==> src/rtl/serial_prog_map.vh <==
// Offsets, codes, field positions and timing counts of the serial programming sequencer
`ifndef SERIAL_PROG_MAP_VH
`define SERIAL_PROG_MAP_VH

// Command codes
`define CMD_READ_EXT     4'h2
`define CMD_PROG_EXT     4'h3
`define CMD_LOAD         4'h4
`define CMD_PROG         4'h5
`define CMD_READ         4'h6
`define CMD_INC          4'h7
`define CMD_IDLE         4'hf

// Address map
`define PRIMARY_CFG_2K   13'h0fff
`define PRIMARY_CFG_4K   13'h1fff
`define PROG_TOP_2K      13'h07ff
`define PROG_TOP_4K      13'h0fff
`define ID_WORDS         13'h0010

// Reset values and fields of the configuration words
`define CFG_RESET        12'hfff
`define EXT_TRIM_HI      11
`define EXT_PINS         10
`define EXT_TRIM_MID     9
`define EXT_TRIM_LO      8

// Frame layout
`define SYNC_CYCLE       5'h00
`define LAST_CMD_CYCLE   5'h04
`define FIRST_DATA_CYCLE 5'h05
`define LAST_DATA_CYCLE  5'h10

// Timing; the phase count is 7810 ns over a 4 ns clock, rounded down to a whole count
`define CLK_PERIOD_NS    4
`define PHASE_TIME_NS    7810
`define PHASE_CLKS       11'd1952

`endif

==> src/rtl/frame_timer.v <==
// Internal programming clock phases and frame cycle position
`timescale 1ns/1ps
`default_nettype none
`include "serial_prog_map.vh"

module frame_timer #(
  parameter [10:0] phase_clks = `PHASE_CLKS
) (
  // Clock and reset
  input  wire       clk,
  input  wire       rst_n,
  // Control
  input  wire       run,
  // Frame position
  output reg  [4:0] cycle,
  output reg  [1:0] phase,
  output wire       phase_end
);

  reg [10:0] count;

  // 4 phases per cycle, 17 cycles per frame, about 128 kHz phase rate
  assign phase_end = run && (count == phase_clks - 11'h001);

  always @(posedge clk) begin
    if (!rst_n || !run) begin
      count <= 11'h000;
      phase <= 2'h0;
      cycle <= `SYNC_CYCLE;
    end else if (phase_end) begin
      count <= 11'h000;
      phase <= phase + 2'h1;
      if (phase == 2'h3) begin
        if (cycle == `LAST_DATA_CYCLE) begin
          cycle <= `SYNC_CYCLE;
        end else begin
          cycle <= cycle + 5'h01;
        end
      end
    end else begin
      count <= count + 11'h001;
    end
  end

endmodule

`default_nettype wire

==> src/rtl/serial_prog_access.v <==
// Memory-access sequencer behind the two-pin serial programming link
//
// Behaviour
// - Frame: sync, four command, twelve data cycles
// - Decode load, program, read, increment, config commands
// - Command 1111 idles until next frame
// - Entry points at primary configuration word address
// - Read frame shifts pointed word out
// - Increment steps pointer; config address wraps to 000h
// - Increment frame ignores its data cycles
// - Increments walk 000h up to top address
// - Pointer wraps after 4096 or 8192 steps
// - Load frame captures twelve bits for programming
// - Program frame writes held word, ignores data
// - Primary config applies only after read-back
// - Older revision applies config immediately
// - Sixteen customer-ID words follow program memory
// - Customer-ID words reachable only in programming
// - Extended bits 11,9,8 trim RC clock
// - Phase clock 128 kHz at 250 MHz
// - Extended bit 10 marks 28-pin package
// - Refuse program frames, not extended program frames, while package bit wrong
// - Exit after next sync cycle, pulse reset
`timescale 1ns/1ps
`default_nettype none
`include "serial_prog_map.vh"

module serial_prog_access (
  // Clock and reset
  input  wire        clk,
  input  wire        rst_n,
  // Programming link pins
  input  wire        prog_voltage_pin,
  input  wire        serial_io_pin_in,
  output wire        serial_io_pin_out,
  output reg         serial_io_pin_oe,
  // Part straps
  input  wire        part_4k,
  input  wire        old_revision,
  input  wire        package_28,
  // Program memory port
  output reg  [12:0] mem_addr,
  input  wire [11:0] mem_rdata,
  output reg  [11:0] mem_wdata,
  output reg         mem_write,
  // Mode and applied configuration
  output reg         prog_mode,
  output reg         internal_reset,
  output reg  [11:0] primary_config_word,
  output reg  [11:0] extended_config_word,
  output wire [2:0]  clock_trim,
  output wire        pins_28
);

  // Primary configuration word address for the part
  function [12:0] cfg_addr;
    input big;
    begin
      cfg_addr = big ? `PRIMARY_CFG_4K : `PRIMARY_CFG_2K;
    end
  endfunction

  // Last program memory address for the part
  function [12:0] prog_top;
    input big;
    begin
      prog_top = big ? `PROG_TOP_4K : `PROG_TOP_2K;
    end
  endfunction

  // Address lies in the customer-ID block after program memory
  function is_id;
    input [12:0] a;
    input        big;
    begin
      is_id = (a > prog_top(big)) && (a <= prog_top(big) + `ID_WORDS);
    end
  endfunction

  // Index into the customer-ID block
  function [3:0] id_index;
    input [12:0] a;
    input        big;
    reg   [12:0] offs;
    begin
      offs = a - prog_top(big) - 13'h0001;
      id_index = offs[3:0];
    end
  endfunction

  // Straps caught while held in reset
  reg        big_part;
  reg        old_rev;
  reg        pkg_28;

  // Input synchronisers
  reg        pv_s1;
  reg        pv_s2;
  reg        pv_s3;
  reg        pv;
  reg        sio_s1;
  reg        sio_s2;
  reg        sio_s3;
  reg        sio;

  // Frame state
  reg        exit_pending;
  reg  [3:0] cmd_shift;
  reg  [3:0] cmd;
  reg [11:0] data_shift;
  reg [11:0] hold_word;
  reg [11:0] out_word;
  reg        reading;
  reg [11:0] stored_primary;
  reg [11:0] stored_extended;
  reg [11:0] id_words [0:15];
  reg [11:0] next_out;
  reg        next_oe;
  integer    i;

  wire [4:0] cycle;
  wire [1:0] phase;
  wire       phase_end;

  frame_timer frame_timer_inst (
    .clk       (clk),
    .rst_n     (rst_n),
    .run       (prog_mode),
    .cycle     (cycle),
    .phase     (phase),
    .phase_end (phase_end)
  );

  // Sample point is the start of the fourth phase
  wire       sample      = phase_end && (phase == 2'h2);
  wire       cycle_end   = phase_end && (phase == 2'h3);
  wire       frame_end   = cycle_end && (cycle == `LAST_DATA_CYCLE);
  wire       sync_end    = cycle_end && (cycle == `SYNC_CYCLE);
  wire       cmd_done    = sample && (cycle == `LAST_CMD_CYCLE);
  wire [3:0] new_cmd     = {cmd_shift[2:0], sio};
  wire       at_cfg      = (mem_addr == cfg_addr(big_part));
  wire       at_id       = is_id(mem_addr, big_part);
  wire [3:0] id_sel      = id_index(mem_addr, big_part);
  wire       pkg_ok      = (stored_extended[`EXT_PINS] == pkg_28);

  // Open drain: the pin is only ever pulled low
  assign serial_io_pin_out = 1'b0;

  assign clock_trim = {extended_config_word[`EXT_TRIM_HI],
                       extended_config_word[`EXT_TRIM_MID],
                       extended_config_word[`EXT_TRIM_LO]};
  assign pins_28    = extended_config_word[`EXT_PINS];

  always @(posedge clk) begin
    if (!rst_n) begin
      big_part <= part_4k;
      old_rev  <= old_revision;
      pkg_28   <= package_28;
    end
  end

  // Three stages; a change counts once stages two and three agree
  always @(posedge clk) begin
    if (!rst_n) begin
      pv_s1  <= 1'b0;
      pv_s2  <= 1'b0;
      pv_s3  <= 1'b0;
      pv     <= 1'b0;
      sio_s1 <= 1'b1;
      sio_s2 <= 1'b1;
      sio_s3 <= 1'b1;
      sio    <= 1'b1;
    end else begin
      pv_s1  <= prog_voltage_pin;
      pv_s2  <= pv_s1;
      pv_s3  <= pv_s2;
      sio_s1 <= serial_io_pin_in;
      sio_s2 <= sio_s1;
      sio_s3 <= sio_s2;
      if (pv_s2 == pv_s3) begin
        pv <= pv_s3;
      end
      if (sio_s2 == sio_s3) begin
        sio <= sio_s3;
      end
    end
  end

  // Mode entry and exit
  always @(posedge clk) begin
    if (!rst_n) begin
      prog_mode      <= 1'b0;
      exit_pending   <= 1'b0;
      internal_reset <= 1'b0;
    end else begin
      internal_reset <= 1'b0;
      if (!prog_mode) begin
        exit_pending <= 1'b0;
        if (pv) begin
          prog_mode <= 1'b1;
        end
      end else begin
        if (!pv) begin
          exit_pending <= 1'b1;
        end
        // Leave only at the end of a sync cycle so the programmer stays aligned
        if (exit_pending && sync_end) begin
          prog_mode      <= 1'b0;
          internal_reset <= 1'b1;
        end
      end
    end
  end

  // Command and data shift registers
  always @(posedge clk) begin
    if (!rst_n || !prog_mode) begin
      cmd_shift  <= 4'h0;
      cmd        <= `CMD_IDLE;
      data_shift <= 12'h000;
    end else begin
      if (sample && (cycle != `SYNC_CYCLE) && (cycle <= `LAST_CMD_CYCLE)) begin
        cmd_shift <= new_cmd;
      end
      if (cmd_done) begin
        cmd <= new_cmd;
      end else if (frame_end) begin
        // An undriven line reads 1111, so no action happens by default
        cmd <= `CMD_IDLE;
      end
      if (sample && (cycle >= `FIRST_DATA_CYCLE)) begin
        data_shift <= {data_shift[10:0], sio};
      end
    end
  end

  // Word presented for a read frame
  always @* begin
    next_out = mem_rdata;
    if (new_cmd == `CMD_READ_EXT) begin
      next_out = stored_extended;
    end else if (at_cfg) begin
      next_out = stored_primary;
    end else if (at_id) begin
      next_out = id_words[id_sel];
    end
  end

  // Read path and config read-back
  always @(posedge clk) begin
    if (!rst_n) begin
      out_word             <= 12'hfff;
      reading              <= 1'b0;
      primary_config_word  <= `CFG_RESET;
      extended_config_word <= `CFG_RESET;
    end else begin
      if (!prog_mode) begin
        reading <= 1'b0;
      end else if (cmd_done) begin
        reading <= (new_cmd == `CMD_READ) || (new_cmd == `CMD_READ_EXT);
        if ((new_cmd == `CMD_READ) || (new_cmd == `CMD_READ_EXT)) begin
          out_word <= next_out;
        end
        if ((new_cmd == `CMD_READ) && at_cfg) begin
          primary_config_word <= stored_primary;
        end
        if (new_cmd == `CMD_READ_EXT) begin
          extended_config_word <= stored_extended;
        end
      end else if (frame_end) begin
        reading <= 1'b0;
      end else if (cycle_end && (cycle >= `FIRST_DATA_CYCLE)) begin
        out_word <= {out_word[10:0], 1'b1};
      end
      // Older parts skip the read-back step
      if (old_rev) begin
        primary_config_word  <= stored_primary;
        extended_config_word <= stored_extended;
      end
    end
  end

  // Actions taken at the end of each frame
  always @(posedge clk) begin
    if (!rst_n) begin
      mem_addr        <= `PRIMARY_CFG_2K;
      mem_wdata       <= 12'hfff;
      mem_write       <= 1'b0;
      hold_word       <= 12'hfff;
      stored_primary  <= `CFG_RESET;
      stored_extended <= `CFG_RESET;
      for (i = 0; i < 16; i = i + 1) begin
        id_words[i] <= 12'hfff;
      end
    end else begin
      mem_write <= 1'b0;
      if (!prog_mode) begin
        if (pv) begin
          mem_addr <= cfg_addr(big_part);
        end
      end else if (frame_end) begin
        case (cmd)
          `CMD_LOAD: begin
            hold_word <= data_shift;
          end
          `CMD_INC: begin
            // Config address is all ones, so plus one lands on 000h
            // Data cycles are not looked at here
            if (big_part) begin
              mem_addr <= mem_addr + 13'h0001;
            end else begin
              mem_addr <= {1'b0, mem_addr[11:0] + 12'h001};
            end
          end
          `CMD_PROG: begin
            // Programming only clears bits; repeated frames are harmless
            if (pkg_ok) begin
              if (at_cfg) begin
                stored_primary <= stored_primary & hold_word;
              end else if (at_id) begin
                id_words[id_sel] <= id_words[id_sel] & hold_word;
              end else begin
                mem_wdata <= hold_word;
                mem_write <= 1'b1;
              end
            end
          end
          `CMD_PROG_EXT: begin
            // Left open so a wrong package bit can be corrected
            stored_extended <= stored_extended & hold_word;
          end
          default: begin
          end
        endcase
      end
    end
  end

  // Pin pull-down: clock pulse in phase two of every non-sync cycle, data in phases three and four
  always @* begin
    next_oe = 1'b0;
    if (prog_mode) begin
      if ((phase == 2'h1) && (cycle != `SYNC_CYCLE)) begin
        next_oe = 1'b1;
      end else if (phase[1] && reading && (cycle >= `FIRST_DATA_CYCLE)) begin
        next_oe = !out_word[11];
      end
    end
  end

  // One clock of lag is far below a phase period
  always @(posedge clk) begin
    if (!rst_n) begin
      serial_io_pin_oe <= 1'b0;
    end else begin
      serial_io_pin_oe <= next_oe;
    end
  end

endmodule

`default_nettype wire

==> config.mk <==
export PLATFORM = sky130hd
export DESIGN_NAME = serial_prog_access
export DESIGN_NICKNAME = d
export VERILOG_FILES = /design/src/rtl/frame_timer.v /design/src/rtl/serial_prog_access.v
export VERILOG_INCLUDE_DIRS = /design/src /design/src/rtl
export SDC_FILE = /design/constraint.sdc
export NUM_CORES = 1
export LEC_CHECK = 0
export BUFFER_PORTS_ARGS = -buffer_cell sky130_fd_sc_hd__buf_2
export CAP_MARGIN = 20
export CORE_MARGIN = 10
export CORE_UTILIZATION = 50
export DETAILED_ROUTE_END_ITERATION = 10
export PLACE_DENSITY = 0.67
export SLEW_MARGIN = 5
export SYNTH_ARGS = -nofsm -noshare
export SYNTH_HDL_FRONTEND = slang
export SYNTH_SLANG_ARGS = --single-unit
export TNS_END_PERCENT = 50
==> constraint.sdc <==
create_clock -name clk -period 4.2 [get_ports clk]
set_clock_uncertainty 0.05 [all_clocks]
set_input_delay 0.84 -clock clk [delete_from_list [all_inputs] [get_ports clk]]
set_output_delay 0.84 -clock clk [all_outputs]
set_load 0.05 [all_outputs]
# Word level (Yosys, flattened, before mapping)
# Memory sizes are Yosys's and may differ from the RTL's.
# Index checks and enable logic that the tools add are counted.
# totals
reg_bits,151
out_inout_bits,58
ramBits,192
memories,1
elab_cells,163
input_bits,19
# op_classes
bitwise,10
mux,46
magnitude_cmp,4
n_addsub,8
reduce_logical,43
eq_ne,20
# mem_list
name,words,width,rd,rd_ports_with_merged_regs,write_ports,line_no,text
id_words,16,12,1,0,16,serial_prog_access.v:116,reg [11:0] id_words [0:15];
# op_table
operator,n
12-bit 2-to-1 mux,17
13-bit 2-to-1 mux,6
12-bit AND,3
1-bit 2-to-1 mux,19
"4-bit by 3-bit == test with 1-bit output, second input constant",4
1-bit logical AND,16
3-bit AND reduction,5
2-bit nonzero test,7
"12-bit by 5-bit adder with 13-bit output, second input constant",1
"13-bit by 1-bit adder with 13-bit output, second input constant",1
13-bit == test,1
13-bit by 12-bit greater-than comparator with 1-bit output,1
13-bit <= comparator,1
"12-bit by 1-bit adder with 12-bit output, second input constant",1
4-bit 2-to-1 mux,3
12-bit OR reduction,1
"11-bit by 1-bit adder with 11-bit output, second input constant",1
"11-bit == test, second input constant",1
"4-bit by 2-bit == test with 1-bit output, second input constant",2
"2-bit by 1-bit != test with 1-bit output, second input constant",4
1-bit inverter,7
6-bit AND reduction,1
6-bit OR reduction,1
"5-bit by 1-bit adder with 5-bit output, second input constant",1
other kinds (19),26

# Longest topological paths before layout
# depth
depth_word,14
mapped_depth,11
depth_no_buf,9

# Cells and area by module
# From an unflattened synthesis, not the netlist that was laid out.
# hier_totals
cells_unflattened,1307
hier_area_um2,14954.3
# by_module_without_submodules
mod,cells_per_inst,area_per_inst_um2,seq_area_each_um2,n_inst
serial_prog_access,1207,14083.5,8458.1,1
frame_timer,100,870.8,360.3,1

# Worst setup path after synthesis
# Ideal clock, no wire load.
# synth_timing
path_kind,register to register
start,reg mem_addr[1]
end,mem id_words[15][0] (enable)
arrival_ns,2.799
path_buffers,1
path_stages_with_launch,7
required_ns,3.752
synth_period_minus_slack_ns,3.247
path_slack_ns,0.953
setup_ns,0.398
path_cell_list,dfxtp_1 > buf_2 > nand4_4 > o41ai_4 > nor4b_4 > nand4_4 > o21ai_0
# synth_lines
element,line_no,text
start: declaration,serial_prog_access.v:42,"output reg [12:0] mem_addr,"
start signal: assignment,serial_prog_access.v:286,mem_addr <= `PRIMARY_CFG_2K;
start signal: assignment,serial_prog_access.v:299,mem_addr <= cfg_addr(big_part);
start signal: assignment,serial_prog_access.v:310,mem_addr <= mem_addr + 13'h0001;
end: declaration,serial_prog_access.v:116,

==> metrics.txt <==
status completed; YS warnings 0; Reg clk slew, reported paths 0.06 ns; Worst path slowest cell dfxtp_1; Power Density 434 nW/µm²; Hold/Removal Path Class flip-flop to flip-flop; post-synth cell types 62; antenna cells 0; Multi-input gate area roughly 5500 µm²; Reg area 8820 µm²; Total GRT Usage roughly a fifth; CTS tree built; Min Hold Slack ~0.38 ns; Seq pwr share between 50 and 60%; H-tree levels 2; Post-Route Setup TNS 0 ns; RSZ-0062 raised after global routing no; #FFs+latches synth ~340; synthesized area per cell between 10 and 15 µm²; crit-path max cell delay approximately 0.7 ns; die height 193 µm; post_cts resized 0; fill count between 2000 and 2500; Final #Nets approximately 1400; Worst EP arrival around 3.6 ns; highest clock rate around 280 MHz; root buffer cell clkbuf_16; Critical Path Fanout Max 13; Via density a little under 6; VDD IR-drop max around 0.29 mV; R2R setup slack ~0.67 ns; CTS Buffer Depth 3; detailed placer's ending HPWL about 26000 µm; Die W slightly below 200 µm; Slew headroom 28.4%; DR WL/cell 21.3 µm; Post-Synthesis Cells 1324; I/O Pins between 70 and 80; gr ovfl total 0; Clk pwr share a little over two fifths; Final Critical Period about 3.5 ns; Comb pwr share 5.5%; global-route wire length before repair between 50000 and 60000 µm; cell area after synthesis approximately 15000 µm²; Final setup viols 0; crit start category flip-flop; Setup Fix Bufs, Post-CTS 0; Core Rows 63; CP delay by family, top simple AND/OR/NAND/NOR gates; Final Cycle Share 84.1%; Critical Path End Type flip-flop; Pleak 6.12 nW; Syn Nets 1357; vias in the first global route about 10000; final count of pins violating max slew 0; MaxCap Viol Count 0; Req. time, crit path 4.30 ns; Worst Setup Path Type flip-flop to flip-flop; Worst Reg-to-Reg Cells 8; vias ~10000; sw frac between 20 and 25%; area growth from synthesis to layout 12.6%; CP bufs+invs 1; ys async rst share 0%; Worst-Margin Slew ~1.1 ns; CTS sink cnt about 340; critical path depth 8; # DRC 0; Main synth FF type edfxtp_1; core box area between 20000 and 30000 µm²; Pint around 0.0056 W; Psw 0.00167 W; Hold Fails Final Rpt 0; CTS buffer count 37; hold depth 1; DR iter-0 viols 1115; I/O Buffers 75; pin count of the biggest net entering global routing around 100; Initial Util between 50% and 60%; share of layout cells above drive strength 1 19.7%; initial antenna violation count 1; 1st-pass router iterations 7; CP most frequent cell nand4_4; Seq/Total Area, Yosys between 50% and 60%; DIE AREA 37100 µm²; clock latency on the worst-skew pair between 0.5 and 0.6 ns; hold_buf cts 0; number of synthesized flops with an enable pin ~200; CP cell instances nand4_4 -> o41ai_4 -> nor4b_4 -> nand4_4 -> nor3_2 -> and2_1 -> buf_4 -> nand2b_1; antenna-violating nets left 0; RePlAce Congestion roughly 0.84; DRT Wirelength around 38000 µm
final timing paths:
path          startpoint             end
min reg2reg       sio_s1          sio_s2
max reg2reg  mem_addr[2]  id_words[1][9]
max          mem_addr[2]  id_words[1][9]
min               sio_s1          sio_s2
stage by stage:
| stage | instance area (µm²) | setup slack, ns | std cells | util (%) | total power, W |
|---|---|---|---|---|---|
| after floorplan | 14900 | 0.953 | 1324 | - | 0.00402 |
| after global placement | 15500 | 0.793 | 1734 | 52.7 | 0.00416 |
| after detailed placement | 15500 | 0.708 | 1734 | 52.7 | 0.00417 |
| after CTS | 16700 | 0.670 | 1801 | 56.7 | 0.00732 |
| after global routing | 16800 | 0.480 | 1802 | 56.8 | 0.00751 |
| final | 16800 | 0.670 | 1802 | 56.8 | 0.00728 |
power by group through the flow:
stage | clock, W | combinational, W | sequential [W]
detailed placement | 0 | 0.000393 | 0.00377
CTS | 0.00322 | 0.000395 | 0.00370
finish | 0.00318 | 0.000397 | 0.00370
global placement | 0 | 0.000390 | 0.00377
floorplan | 0 | 0.000220 | 0.00380
global route | 0.00337 | 0.000424 | 0.00371
layout make-up:
cell class | count | share of cell area [%]
Multi-Input combinational cell | 874 | 32.8
Inverter | 13 | 0.291
Tap cell | 390 | 2.91
Clock inverter | 13 | 0.724
Timing Repair Buffer | 115 | 4.24
Clock buffer | 54 | 6.39
Sequential cell | 343 | 52.7
routing by layer:
layer | up-vias | track usage [%] | wire, µm
li1 | 4785 | - | -
met1 | 5138 | 29.4 | 16100
met2 | 450 | 31.7 | 17600
met3 | 62 | 4.61 | 3740
met4 | 2 | 5.72 | 860
met5 | - | 0 | 7
cell usage after synthesis (all sizes together) (8+ instances only):
library cell,instances,area (µm²)
a21oi,37,189
dfxtp,148,2960
clkbuf,43,163
mux2i,15,150
xor2,16,140
nor3,9,50.1
nor2,33,124
inv,12,45.0
o21ai,46,230
and3,8,50.1
nand2,418,1670
a22oi,35,263
buf,51,357
edfxtp,195,5860
and2,25,166
nand2b,24,150
xnor2,9,78.8
a41oi,11,96.3
mux4,48,1080
a211oi,13,97.6
ha,14,175
nand4,9,92.6
nand3,58,290
flip-flops by register name (all words and copies together), names as in the netlist, 2 cells and up:
register and cells:
frame_timer_inst.phase 2, stored_primary 12, cmd_shift 3, mem_addr 13
mem_wdata 12, cmd 4, id_words 192, extended_config_word 12
stored_extended 12, frame_timer_inst.cycle 5, frame_timer_inst.count 11, data_shift 12
hold_word 12, out_word 12, primary_config_word 12
cells by family (layout without fill, tap and decap cells):
group / after synthesis / count (layout) / share of synthesized area (%)
other: 1 / 1 / 0.0252
and+or+nand+nor: 615 / 615 / 19.2
muxes: 63 / 63 / 8.27
AOI/OAI and AO/OA: 156 / 156 / 6.76
buffers and inverters: 107 / 195 / 3.82
xor gates and xnor gates: 25 / 25 / 1.47
DFF: 343 / 343 / 59.3
adders and majority gates: 14 / 14 / 1.18
cells in the final DEF (no fill, tap or decap), types with 14 or more instances in the layout:
cell / instances
o21ai_0: 39
xor2_1: 16
buf_2: 74
clkbuf_16: 38
nand2b_1: 24
nand2_1: 378
nand2_2: 40
mux2i_1: 15
buf_4: 39
nand3_1: 58
dfxtp_1: 146
and2_1: 21
a21oi_1: 36
edfxtp_1: 195
ha_1: 14
mux4_2: 48
nor2_1: 33
a22oi_1: 35
worst register-to-register path: stages, from the launching register on:
cell and delay [ns]:
dfxtp_1 0.70, nand4_4 0.18, o41ai_4 0.41, nor4b_4 0.33, nand4_4 0.23, nor3_2 0.33
and2_1 0.19, buf_4 0.19, nand2b_1 0.55
Power figures use the tool's default switching activity.
